--- config.mk ---
export PLATFORM = sky130hd
export DESIGN_NAME = fpas_top
export DESIGN_NICKNAME = d
export VERILOG_FILES = /design/src/hdl/fpas_pkg.sv /design/src/hdl/fpas_top.sv
export VERILOG_INCLUDE_DIRS = /design/src /design/src/hdl
export SDC_FILE = /design/constraint.sdc
export NUM_CORES = 1
export LEC_CHECK = 0
export ABC_AREA = 1
export ABC_CLOCK_PERIOD_IN_PS = 2900
export BUFFER_PORTS_ARGS = -buffer_cell sky130_fd_sc_hd__buf_4
export CORE_ASPECT_RATIO = 1.5
export CORE_UTILIZATION = 30
export CTS_CLUSTER_DIAMETER = 150
export DETAILED_ROUTE_END_ITERATION = 10
export PLACE_DENSITY = 0.57
export SYNTH_ARGS = -nofsm -noshare
export SYNTH_HDL_FRONTEND = slang
export SYNTH_SLANG_ARGS = --single-unit
--- constraint.sdc ---
create_clock -name pclk -period 2.9 [get_ports pclk]
set_input_delay 0.145 -clock pclk [delete_from_list [all_inputs] [get_ports pclk]]
set_output_delay 0.145 -clock pclk [all_outputs]
set_load 0.02 [all_outputs]
--- src/hdl/fpas_consts.svh ---
`ifndef FPAS_CONSTS_SVH
`define FPAS_CONSTS_SVH
// Register byte offsets.
`define FPAS_OFF_STATUS   12'h000
`define FPAS_OFF_CONTROL  12'h004
`define FPAS_OFF_FREQ     12'h008
`define FPAS_OFF_CFG      12'h00C
// Frequency register fields.
`define FPAS_FREQ_TX_LSB  4
`define FPAS_FREQ_RX_LSB  17
// Reset values.
`define FPAS_RST_PLAN     2'h0
`define FPAS_RST_TX_MHZ   13'h166C
`define FPAS_RST_RX_MHZ   13'h16B1
// Band limits and spacing in MHz.
`define FPAS_LO_MIN       13'h1667
`define FPAS_LO_MAX       13'h168B
`define FPAS_HI_MIN       13'h16AC
`define FPAS_HI_MAX       13'h16D0
`define FPAS_SPACING_MHZ  13'h0045
// Default addresses for the routed side choices.
`define FPAS_FAR_ETH_IP   32'h0A0B0102
`define FPAS_FAR_MGMT_IP  32'h0A0C0102
`define FPAS_NEAR_ETH_IP  32'h0A020102
`define FPAS_NEAR_MGMT_IP 32'h0A0D0102
// Timing.
`define FPAS_CLK_MHZ      200
`define FPAS_DEBOUNCE_US  20000
`define FPAS_FLASH_US     250000
`define FPAS_COMMIT_US    2000000
`define FPAS_LAST_POS     4'hE
`endif

--- src/hdl/fpas_pkg.sv ---
package fpas_pkg;
	typedef enum logic [1:0] {COL_OFF, COL_GREEN, COL_ORANGE, COL_RED} fpas_col_t;
	typedef enum logic [1:0] {ST_STARTUP, ST_IDLE, ST_SELECT, ST_BLANK} fpas_state_t;
	typedef enum logic [1:0] {PLAN_A, PLAN_B, PLAN_C, PLAN_D} fpas_plan_t;
endpackage

--- src/hdl/fpas_top.sv ---
// The placing of the registers and the APB slave port were left to the implementer.
`timescale 1ns/1ps
`include "fpas_consts.svh"
// What this block does
// - System LED green healthy, orange comms errors, red comms down.
// - Payload LED green healthy, orange on AIS, red on loss of signal.
// - Link LED green healthy, orange FEC correcting, red FEC failing.
// - Red or orange conditions latch and flash in that colour until cleared.
// - Selected position shown as link, payload, system, green, orange, red, then flashing green and orange.
// - Position one clears latched LED indications and associated alarms.
// - Position two erases the event log.
// - Position three resets the indoor unit, stored configuration kept.
// - Position four loads routed far-side defaults with its addresses.
// - Position five loads routed near-side defaults with its addresses.
// - Position six loads routed defaults for the current side.
// - Positions seven and eight load bridged far and near defaults.
// - Position twelve selects E1 tributaries.
// - Position thirteen selects T1 tributaries.
// - Position fourteen locks out positions four and above.
// - Button held through power-on reset re-enables all positions.
// - Stepping past fourteen blanks LEDs, then selection restarts at one.
// - Plan D accepts 1 MHz steps within the lower and upper sub-bands.
// - Fixed plans keep transmit and receive 69 MHz apart.
// - Two site-alarm contacts are readable by management software.
// - Two relay outputs are set by software.
module fpas_top #(
	parameter int unsigned DEBOUNCE_CYC = `FPAS_DEBOUNCE_US * `FPAS_CLK_MHZ,
	parameter int unsigned FLASH_CYC    = `FPAS_FLASH_US * `FPAS_CLK_MHZ,
	parameter int unsigned COMMIT_CYC   = `FPAS_COMMIT_US * `FPAS_CLK_MHZ,
	parameter logic [31:0] BR_FAR_IP    = 32'h0A000001,
	parameter logic [31:0] BR_NEAR_IP   = 32'h0A000002
) (
	// Clock and reset.
	input  wire logic                 pclk,
	input  wire logic                 presetn,
	// APB slave.
	input  wire logic                 psel,
	input  wire logic                 penable,
	input  wire logic                 pwrite,
	input  wire logic [11:0]          paddr,
	input  wire logic [31:0]          pwdata,
	input  wire logic [3:0]           pstrb,
	output logic                      pready,
	output logic                      pslverr,
	output logic [31:0]               prdata,
	// Alarm sources, same clock.
	input  wire logic                 ou_comms_err,
	input  wire logic                 ou_comms_down,
	input  wire logic                 trib_ais,
	input  wire logic                 trib_los,
	input  wire logic                 fec_correcting,
	input  wire logic                 fec_uncorrectable,
	// Front panel pins.
	input  wire logic                 button_pin,
	input  wire logic [1:0]           site_alarm_pin,
	output logic [1:0]                relay_out,
	output fpas_pkg::fpas_col_t       led_link,
	output fpas_pkg::fpas_col_t       led_payload,
	output fpas_pkg::fpas_col_t       led_system,
	// Stored configuration side.
	input  wire logic                 nv_lockout,
	input  wire logic                 cfg_cur_near,
	output logic                      nv_lockout_wr,
	output logic                      nv_lockout_val,
	output logic                      alarm_clear,
	output logic                      log_clear,
	output logic                      unit_reset,
	output logic                      cfg_load,
	output logic                      cfg_bridged,
	output logic                      cfg_near,
	output logic [31:0]               cfg_eth_ip,
	output logic [31:0]               cfg_mgmt_ip,
	output logic                      trib_t1,
	// Radio channel settings.
	output fpas_pkg::fpas_plan_t      freq_plan,
	output logic [12:0]               tx_mhz,
	output logic [12:0]               rx_mhz
);
	import fpas_pkg::*;

	// Pin synchronisers; the first stages feed only the second stages.
	logic [2:0] sync1_r;
	logic [2:0] sync2_r;
	always_ff @(posedge pclk or negedge presetn) begin
		if (!presetn) begin
			sync1_r <= 3'h0;
			sync2_r <= 3'h0;
		end else begin
			sync1_r <= {site_alarm_pin, button_pin};
			sync2_r <= sync1_r;
		end
	end
	wire       btn_s  = sync2_r[0];
	wire [1:0] site_s = sync2_r[2:1];

	// Debounce: the button must hold a new level for the full count.
	logic        btn_db_r;
	logic [31:0] db_cnt_r;
	wire         db_diff = btn_s != btn_db_r;
	wire         db_done = db_diff && (db_cnt_r == DEBOUNCE_CYC - 1);
	always_ff @(posedge pclk or negedge presetn) begin
		if (!presetn) begin
			btn_db_r <= 1'b0;
			db_cnt_r <= 32'h0;
		end else begin
			db_cnt_r <= (db_diff && !db_done) ? db_cnt_r + 32'h1 : 32'h0;
			if (db_done)
				btn_db_r <= btn_s;
		end
	end
	wire press = db_done && btn_s;

	// Selection machine and release timer.
	fpas_state_t st_r;
	fpas_state_t st_nxt;
	logic [3:0]  pos_r;
	logic [3:0]  pos_nxt;
	logic [31:0] idle_cnt_r;
	logic [1:0]  boot_cnt_r;
	logic        lock_r;
	wire         idle_done = !btn_db_r && (idle_cnt_r == COMMIT_CYC - 1);
	wire         commit = (st_r == ST_SELECT) && idle_done && !press;
	wire         allowed = !(lock_r && pos_r >= 4'h4);
	wire         act = commit && allowed;

	// Next state; a press always wins over the release timeout.
	always_comb begin
		st_nxt = st_r;
		pos_nxt = pos_r;
		case (st_r)
			ST_STARTUP: begin
				if (boot_cnt_r == 2'h3)
					st_nxt = ST_IDLE;
			end
			ST_IDLE: begin
				if (press) begin
					st_nxt = ST_SELECT;
					pos_nxt = 4'h1;
				end
			end
			ST_SELECT: begin
				if (press && pos_r == `FPAS_LAST_POS) begin
					st_nxt = ST_BLANK;
					pos_nxt = 4'h0;
				end else if (press) begin
					pos_nxt = pos_r + 4'h1;
				end else if (idle_done) begin
					st_nxt = ST_IDLE;
					pos_nxt = 4'h0;
				end
			end
			ST_BLANK: begin
				if (press) begin
					st_nxt = ST_SELECT;
					pos_nxt = 4'h1;
				end else if (idle_done) begin
					st_nxt = ST_IDLE;
				end
			end
			default: begin
				st_nxt = ST_IDLE;
				pos_nxt = 4'h0;
			end
		endcase
	end

	// State registers; the timer restarts on any press or while held.
	always_ff @(posedge pclk or negedge presetn) begin
		if (!presetn) begin
			st_r <= ST_STARTUP;
			pos_r <= 4'h0;
			idle_cnt_r <= 32'h0;
			boot_cnt_r <= 2'h0;
		end else begin
			st_r <= st_nxt;
			pos_r <= pos_nxt;
			idle_cnt_r <= (press || btn_db_r || st_nxt != st_r) ? 32'h0 : idle_cnt_r + 32'h1;
			if (st_r == ST_STARTUP)
				boot_cnt_r <= boot_cnt_r + 2'h1;
		end
	end

	// Lockout is taken from storage once the synchroniser has settled after reset.
	// A button held at that moment cancels it and writes the cancel back.
	always_ff @(posedge pclk or negedge presetn) begin
		if (!presetn) begin
			lock_r <= 1'b0;
			nv_lockout_wr <= 1'b0;
			nv_lockout_val <= 1'b0;
		end else begin
			nv_lockout_wr <= 1'b0;
			if (st_r == ST_STARTUP && boot_cnt_r == 2'h3) begin
				lock_r <= nv_lockout && !btn_s;
				nv_lockout_wr <= nv_lockout && btn_s;
				nv_lockout_val <= 1'b0;
			end else if (act && pos_r == 4'hE) begin
				lock_r <= 1'b1;
				nv_lockout_wr <= 1'b1;
				nv_lockout_val <= 1'b1;
			end
		end
	end

	// Position actions, two to eight each a single pulse, twelve and thirteen set trib_t1; nine to eleven fall through.
	always_ff @(posedge pclk or negedge presetn) begin
		if (!presetn) begin
			log_clear <= 1'b0;
			unit_reset <= 1'b0;
			cfg_load <= 1'b0;
			cfg_bridged <= 1'b0;
			cfg_near <= 1'b0;
			cfg_eth_ip <= 32'h0;
			cfg_mgmt_ip <= 32'h0;
			trib_t1 <= 1'b0;
		end else begin
			log_clear <= act && pos_r == 4'h2;
			unit_reset <= act && pos_r == 4'h3;
			cfg_load <= act && pos_r >= 4'h4 && pos_r <= 4'h8;
			if (act && (pos_r == 4'h4 || (pos_r == 4'h6 && !cfg_cur_near))) begin
				cfg_bridged <= 1'b0;
				cfg_near <= 1'b0;
				cfg_eth_ip <= `FPAS_FAR_ETH_IP;
				cfg_mgmt_ip <= `FPAS_FAR_MGMT_IP;
			end
			if (act && (pos_r == 4'h5 || (pos_r == 4'h6 && cfg_cur_near))) begin
				cfg_bridged <= 1'b0;
				cfg_near <= 1'b1;
				cfg_eth_ip <= `FPAS_NEAR_ETH_IP;
				cfg_mgmt_ip <= `FPAS_NEAR_MGMT_IP;
			end
			if (act && (pos_r == 4'h7 || pos_r == 4'h8)) begin
				cfg_bridged <= 1'b1;
				cfg_near <= pos_r == 4'h8;
				cfg_eth_ip <= (pos_r == 4'h8) ? BR_NEAR_IP : BR_FAR_IP;
				cfg_mgmt_ip <= (pos_r == 4'h8) ? BR_NEAR_IP : BR_FAR_IP;
			end
			if (act && pos_r == 4'hC)
				trib_t1 <= 1'b0;
			if (act && pos_r == 4'hD)
				trib_t1 <= 1'b1;
		end
	end

	// Alarm conditions per LED: 0 link, 1 payload, 2 system.
	wire [2:0] red_cond = {ou_comms_down, trib_los, fec_uncorrectable};
	wire [2:0] org_cond = {ou_comms_err, trib_ais, fec_correcting};
	wire       sw_clear;
	wire       hist_clr = (act && pos_r == 4'h1) || sw_clear;
	logic [2:0] hist_red_r;
	logic [2:0] hist_org_r;

	// History latches; a new alarm in the clearing cycle survives the clear.
	always_ff @(posedge pclk or negedge presetn) begin
		if (!presetn) begin
			hist_red_r <= 3'h0;
			hist_org_r <= 3'h0;
			alarm_clear <= 1'b0;
		end else begin
			hist_red_r <= red_cond | (hist_red_r & {3{!hist_clr}});
			hist_org_r <= org_cond | (hist_org_r & {3{!hist_clr}});
			alarm_clear <= hist_clr;
		end
	end

	// Flash divider gives the on and off phase for historic alarms.
	logic [31:0] fl_cnt_r;
	logic        fl_on_r;
	always_ff @(posedge pclk or negedge presetn) begin
		if (!presetn) begin
			fl_cnt_r <= 32'h0;
			fl_on_r <= 1'b1;
		end else if (fl_cnt_r == FLASH_CYC - 1) begin
			fl_cnt_r <= 32'h0;
			fl_on_r <= !fl_on_r;
		end else begin
			fl_cnt_r <= fl_cnt_r + 32'h1;
		end
	end

	// Position display: LED index and colour group from the position.
	wire [3:0] pos_m1 = pos_r - 4'h1;
	wire [1:0] pos_idx = 2'(pos_m1 % 4'h3);
	wire [2:0] pos_grp = 3'(pos_m1 / 4'h3);
	fpas_col_t led_r [3];
	fpas_col_t led_nxt [3];

	// One colour selector per LED.
	for (genvar i = 0; i < 3; i++) begin : g_led
		wire       mine = pos_idx == 2'(i);
		wire       live_red = red_cond[i];
		wire       live_org = org_cond[i];
		fpas_col_t sel_col;
		fpas_col_t stat_col;
		assign sel_col = !mine ? COL_OFF :
			(pos_grp == 3'h0 || (pos_grp == 3'h3 && fl_on_r)) ? COL_GREEN :
			(pos_grp == 3'h1 || (pos_grp == 3'h4 && fl_on_r)) ? COL_ORANGE :
			(pos_grp == 3'h2) ? COL_RED : COL_OFF;
		assign stat_col = live_red ? COL_RED :
			live_org ? COL_ORANGE :
			(hist_red_r[i] && !fl_on_r) ? COL_OFF :
			hist_red_r[i] ? COL_RED :
			(hist_org_r[i] && !fl_on_r) ? COL_OFF :
			hist_org_r[i] ? COL_ORANGE : COL_GREEN;
		assign led_nxt[i] = (st_r == ST_SELECT) ? sel_col :
			(st_r == ST_IDLE) ? stat_col : COL_OFF;
		always_ff @(posedge pclk or negedge presetn) begin
			if (!presetn)
				led_r[i] <= COL_OFF;
			else
				led_r[i] <= led_nxt[i];
		end
	end
	assign led_link = led_r[0];
	assign led_payload = led_r[1];
	assign led_system = led_r[2];

	// APB decode; the slave never waits, so pready is tied high.
	wire        setup = psel && !penable;
	wire        access = psel && penable;
	wire        sel_stat = paddr == `FPAS_OFF_STATUS;
	wire        sel_ctrl = paddr == `FPAS_OFF_CONTROL;
	wire        sel_freq = paddr == `FPAS_OFF_FREQ;
	wire        sel_cfg = paddr == `FPAS_OFF_CFG;
	wire        mapped = sel_stat || sel_ctrl || sel_freq || sel_cfg;
	wire [12:0] w_tx = pwdata[`FPAS_FREQ_TX_LSB +: 13];
	wire [12:0] w_rx = pwdata[`FPAS_FREQ_RX_LSB +: 13];
	wire        tx_lo = w_tx >= `FPAS_LO_MIN && w_tx <= `FPAS_LO_MAX;
	wire        tx_hi = w_tx >= `FPAS_HI_MIN && w_tx <= `FPAS_HI_MAX;
	wire        rx_lo = w_rx >= `FPAS_LO_MIN && w_rx <= `FPAS_LO_MAX;
	wire        rx_hi = w_rx >= `FPAS_HI_MIN && w_rx <= `FPAS_HI_MAX;
	wire        w_is_d = pwdata[1:0] == 2'h3;
	wire        plan_d_ok = (tx_lo && rx_hi) || (tx_hi && rx_lo);
	wire        fixed_ok = (w_rx == w_tx + `FPAS_SPACING_MHZ) || (w_tx == w_rx + `FPAS_SPACING_MHZ);
	wire        freq_ok = pstrb == 4'hF && (w_is_d ? plan_d_ok : fixed_ok);
	wire        freq_bad = pwrite && sel_freq && !freq_ok;
	wire        freq_we = access && pwrite && sel_freq && freq_ok;
	wire        ctrl_we = access && pwrite && sel_ctrl && pstrb[0];
	assign pready = 1'b1;
	assign pslverr = access && (!mapped || freq_bad);
	assign sw_clear = ctrl_we && pwdata[2];

	// Read data assembled from live and latched state.
	wire [31:0] stat_word = {11'h0, cfg_near, site_s, trib_t1, lock_r, pos_r,
		hist_org_r, hist_red_r, org_cond, red_cond};
	wire [31:0] freq_word = {2'h0, rx_mhz, tx_mhz, 2'h0, freq_plan};
	wire [31:0] cfg_word = {30'h0, cfg_bridged, trib_t1};
	wire [31:0] rd_word = sel_stat ? stat_word :
		sel_ctrl ? {30'h0, relay_out} :
		sel_freq ? freq_word :
		sel_cfg ? cfg_word : 32'h0;

	// Registers; read data is captured in the setup cycle.
	always_ff @(posedge pclk or negedge presetn) begin
		if (!presetn) begin
			prdata <= 32'h0;
			relay_out <= 2'h0;
			freq_plan <= PLAN_A;
			tx_mhz <= `FPAS_RST_TX_MHZ;
			rx_mhz <= `FPAS_RST_RX_MHZ;
		end else begin
			if (setup && !pwrite)
				prdata <= rd_word;
			if (ctrl_we)
				relay_out <= pwdata[1:0];
			if (freq_we) begin
				freq_plan <= fpas_plan_t'(pwdata[1:0]);
				tx_mhz <= w_tx;
				rx_mhz <= w_rx;
			end
		end
	end

	// Checks.
	AST_SYS_RED: assert property (@(posedge pclk) disable iff (!presetn)
		(st_r == ST_IDLE && st_nxt == ST_IDLE && ou_comms_down) |=> led_system == COL_RED)
		else $error("system LED not red on comms down");
	AST_PAY_ORG: assert property (@(posedge pclk) disable iff (!presetn)
		(st_r == ST_IDLE && st_nxt == ST_IDLE && trib_ais && !trib_los) |=> led_payload == COL_ORANGE)
		else $error("payload LED not orange on AIS");
	AST_LINK_GRN: assert property (@(posedge pclk) disable iff (!presetn)
		(st_r == ST_IDLE && st_nxt == ST_IDLE && red_cond == 3'h0 && org_cond == 3'h0
		&& hist_red_r == 3'h0 && hist_org_r == 3'h0) |=> led_link == COL_GREEN)
		else $error("link LED not green while healthy");
	AST_HIST_HOLD: assert property (@(posedge pclk) disable iff (!presetn)
		fec_uncorrectable ##1 (!hist_clr)[*3] |=> hist_red_r[0])
		else $error("red history lost without a clear");
	AST_POS_ONE: assert property (@(posedge pclk) disable iff (!presetn)
		(st_r == ST_SELECT && pos_r == 4'h1) |=> led_link == COL_GREEN && led_system == COL_OFF)
		else $error("position one not shown on link LED");
	AST_LOG: assert property (@(posedge pclk) disable iff (!presetn)
		(commit && pos_r == 4'h2) |=> log_clear ##1 !log_clear)
		else $error("log clear not a single pulse");
	AST_RESET: assert property (@(posedge pclk) disable iff (!presetn)
		unit_reset |-> $past(commit) && $past(pos_r) == 4'h3 && !cfg_load)
		else $error("unit reset without position three");
	AST_LOCK: assert property (@(posedge pclk) disable iff (!presetn)
		(lock_r && commit && pos_r >= 4'h4) |=> !cfg_load && $stable(trib_t1))
		else $error("locked position acted");
	AST_T1: assert property (@(posedge pclk) disable iff (!presetn)
		(act && pos_r == 4'hD) |=> trib_t1)
		else $error("T1 not selected");
	AST_WRAP: assert property (@(posedge pclk) disable iff (!presetn)
		(st_r == ST_SELECT && pos_r == 4'hE && press) |=> st_r == ST_BLANK ##1 (led_link == COL_OFF))
		else $error("no blank after last position");
	AST_STEP: assert property (@(posedge pclk) disable iff (!presetn)
		(st_r == ST_SELECT && press && pos_r < 4'hE) |=> pos_r == $past(pos_r) + 4'h1)
		else $error("press did not advance one position");
	AST_SPACING: assert property (@(posedge pclk) disable iff (!presetn)
		(freq_we && !w_is_d) |=> (rx_mhz - tx_mhz == `FPAS_SPACING_MHZ)
		|| (tx_mhz - rx_mhz == `FPAS_SPACING_MHZ))
		else $error("fixed plan spacing broken");
endmodule

==> results by group <==
Synthesis
  • Post-synth EDFFs: 0
  • Distinct cells, synth: 55
  • Avg Cell Area, Syn: 7.72 um^2
  • Sequential share of the synthesized area: 41.0%
  • Synthesized area: 0.0122 mm^2
  • Synthesis-stage register bit count: 200
  • Ys flop type: dfrtp_1
  • Yosys warnings: 0
  • Post-Synthesis Cells: 1,587
  • Async SR Flop Fraction: 100%

Timing
  • Final Max Slew Viols: 0
  • Clk_skew: 0.0105 ns
  • Total negative slack: 0 ns
  • Worst-Margin Slew: 0.704 ns
  • Fmax: 368 MHz
  • Final-report hold violation count: 0
  • Final setup fails: 0
  • Crit path time final: 2.72 ns
  • RSZ-0062 raised after global routing: no
  • Crit share post-route: 93.8%
  • Relative max-transition margin: 52.6%
  • Final hold slack: 0.0267 ns

Die
  • Starting Density: 30.5%
  • I/O Pins: 207
  • Die height: 249 um
  • Core box area: 0.0402 mm^2
  • Die Wd: 167 um
  • Placement Rows: 90
  • Die area: 0.0417 mm^2

Power and ir drop
  • Total power: 0.00587 W
  • Leak Pwr: 6.69 nW
  • Peak supply drop: 405 uV
  • Power Dens Cells: 403 mW/mm^2

Worst setup path
  • Crit end category: register
  • Critical Path, Cell by Cell: inv_2 > ha_1 > xnor2_2 > nor2_2 > ha_1 > inv_1 > ha_1 > nand2_4 > xor2_4 > ha_2 > a21oi_4 > nand2_4 > o21ai_0 > nand3_1 > o22ai_1
  • Crit Path Class: reg2reg
  • WP buf/inv: 2
  • Critical Path Max Stage Delay: 0.36 ns
  • Arrival time at the worst endpoint: 3.09 ns
  • Slowest CP cell: dfrtp_1
  • WP data required: 3.27 ns
  • Crit path max fanout: 8
  • Kind of cell adding the most delay to the critical path: adder cells
  • CP startpoint kind: register
  • Crit path top cell by count: ha_1

Clock tree
  • CTS tree: built
  • Clock Tree Root: clkbuf_16
  • TritonCTS buffer count: 17
  • Worst-path clk slew: 0.08 ns
  • H-tree levels: 4
  • Clk Latency, worst-skew pair: 0.46 ns
  • Clock Tree Buf Depth: 2
  • Clock sink total: 200

Place
  • GPL Wtd Cong: 0.897
  • DP HPWL: 26,700 um
  • I/O Buffers: 152

Job
  • Max cap viols: 0

Cells and area
  • Area delta synth->final: 18.8%
  • Fill cells: 4,171
  • Nets: 1,834
  • N_diodes: 0
  • Fraction of layout cells with a size suffix above 1: 18.9%

GRT
  • Initial antenna violation count: 0
  • Largest net degree at the start of global routing: 71
  • Vias in the first global route: 10,900
  • First-pass GRT wire length: 56,700 um
  • GR Util All Layers: 17.1%
  • Global route overflow: 0

Routing
  • Routed WL: 34,500 um
  • Initial DRC count: 582
  • Antenna Nets Post-Route: 0
  • Vias per cell: 4.79
  • Average wire per standard cell: 15.2 um
  • Vias: 10,900
  • Residual DRC: 0
  • TritonRoute pass-1 iters: 5

Outcome
  • Status: finished, final reports clean

Hold path
  • Worst hold path type: in2reg
## layout make-up
type	instances	area, um^2	share of cell area [%]
clock buffers	19	433	2.98
clock inverters	13	124	0.852
multi-input cells	1115	5940	40.9
well taps	506	633	4.35
flip-flops and latches	200	5020	34.5
repair buffers	192	1540	10.6
inverters	227	852	5.86
## registers in the layout, indices dropped and copies added (netlist names), 4 cells and up
register,count
tx_mhz,13
prdata,30
pos_r,4
db_cnt_r,32
idle_cnt_r,32
rx_mhz,13
fl_cnt_r,32
cfg_eth_ip,5
## cells in the final DEF (no fill, tap or decap), types with 49 or more instances in the layout
cell type	n
nand2_1	321
nand4_1	49
xor2_1	53
nor2_1	162
conb_1	51
nor3_1	72
buf_4	164
nand3_1	91
dfrtp_1	184
inv_1	204
## path summary, 6_finish.rpt
path | startpoint | end | slack (ns) | depth (start not counted)
min in group asynchronous | presetn | prdata[12] | 0.23 | 2
max in group asynchronous | presetn | fl_cnt_r[20] | 1.73 | 3
max reg2reg | pos_r[0] | led_link[0] | 0.18 | 15
max | pos_r[0] | led_link[0] | 0.18 | 15
min reg2reg | sync1_r[1] | sync2_r[1] | 0.36 | 0
min | pwdata[4] | tx_mhz[0] | 0.03 | 3
## cells by family (layout without fill, tap and decap cells)
group           Yosys count  count (layout)  synth area share, %
compound gates          178             178                 9.57
xor+xnor                 66              66                 4.78
fa+ha+maj                17              17                 1.74
buf+inv                 321             451                 12.4
flops                   200             200                 41.0
mux                       1               1               0.0817
other cells               2              51               0.0613
simple gates            802             802                 30.4
## per-layer routing
layer  track usage, %  vias up  wire length, um
li1                 -     5377                -
met1             19.3     5155            14000
met4             6.83        0              967
met5                0        -                0
met3             3.92       53             1880
met2             30.7      296            17700
## cell usage after synthesis, types with 3 or more instances
library cell	number	share of area, %
a21oi_1	35	1.4
a31oi_1	6	0.31
and3_1	3	0.15
buf_2	6	0.25
buf_4	64	3.9
buf_6	8	0.74
clkbuf_1	16	0.49
dfrtp_1	185	38
dfstp_2	15	3.2
ha_1	17	1.7
inv_1	205	6.3
inv_2	21	0.64
nand2_1	321	9.8
nand2_2	23	1.2
nand3_1	91	3.7
nand3_2	5	0.41
nand3b_1	3	0.18
nand4_1	49	2.5
nor2_1	162	5.0
nor2_2	24	1.2
nor2_4	3	0.28
nor3_1	73	3.0
nor3_2	6	0.49
nor3b_1	11	0.67
nor4_1	19	0.97
o211ai_1	3	0.18
o21a_1	18	1.1
o21ai_0	38	1.6
o21ai_1	16	0.65
o21ai_2	22	1.6
o221ai_1	16	1.1
o22ai_1	7	0.36
o31ai_1	5	0.31
xnor2_1	12	0.86
xor2_1	53	3.8
## power breakdown
group	leakage [nW]	switching [W]	total [W]	internal (W)
logic	3.85	0.000425	0.000660	0.000235
registers	2.58	0.0000324	0.00287	0.00284
clock network	0.258	0.00114	0.00234	0.00119
## worst min-delay path, cell delays in order
cell	delay, ns
buf_4	0.10
inv_1	0.08
o21ai_2	0.13
## repair_timing
item                                    CTS  global route
resized for setup                         1             7
buffers inserted                          0             2
hold endpoints to repair                 81             0
hold buffers                             25             0
endpoints found under the setup margin    2             6
pin swaps                                 0             2
## per-stage QoR
step / std cells / cell area, um^2 / util, % / setup WS, ns
CTS: 2270 / 14500 / 36.1 / 0.0455
detailed placement: 2213 / 13700 / 34.0 / -0.0272
global placement: 2213 / 13700 / 34.0 / 0.140
floorplan: 1636 / 12400 / - / 0.284
finish: 2272 / 14500 / 36.2 / 0.179
global route: 2272 / 14500 / 36.2 / 0.00521
Power figures use the tool's default switching activity.
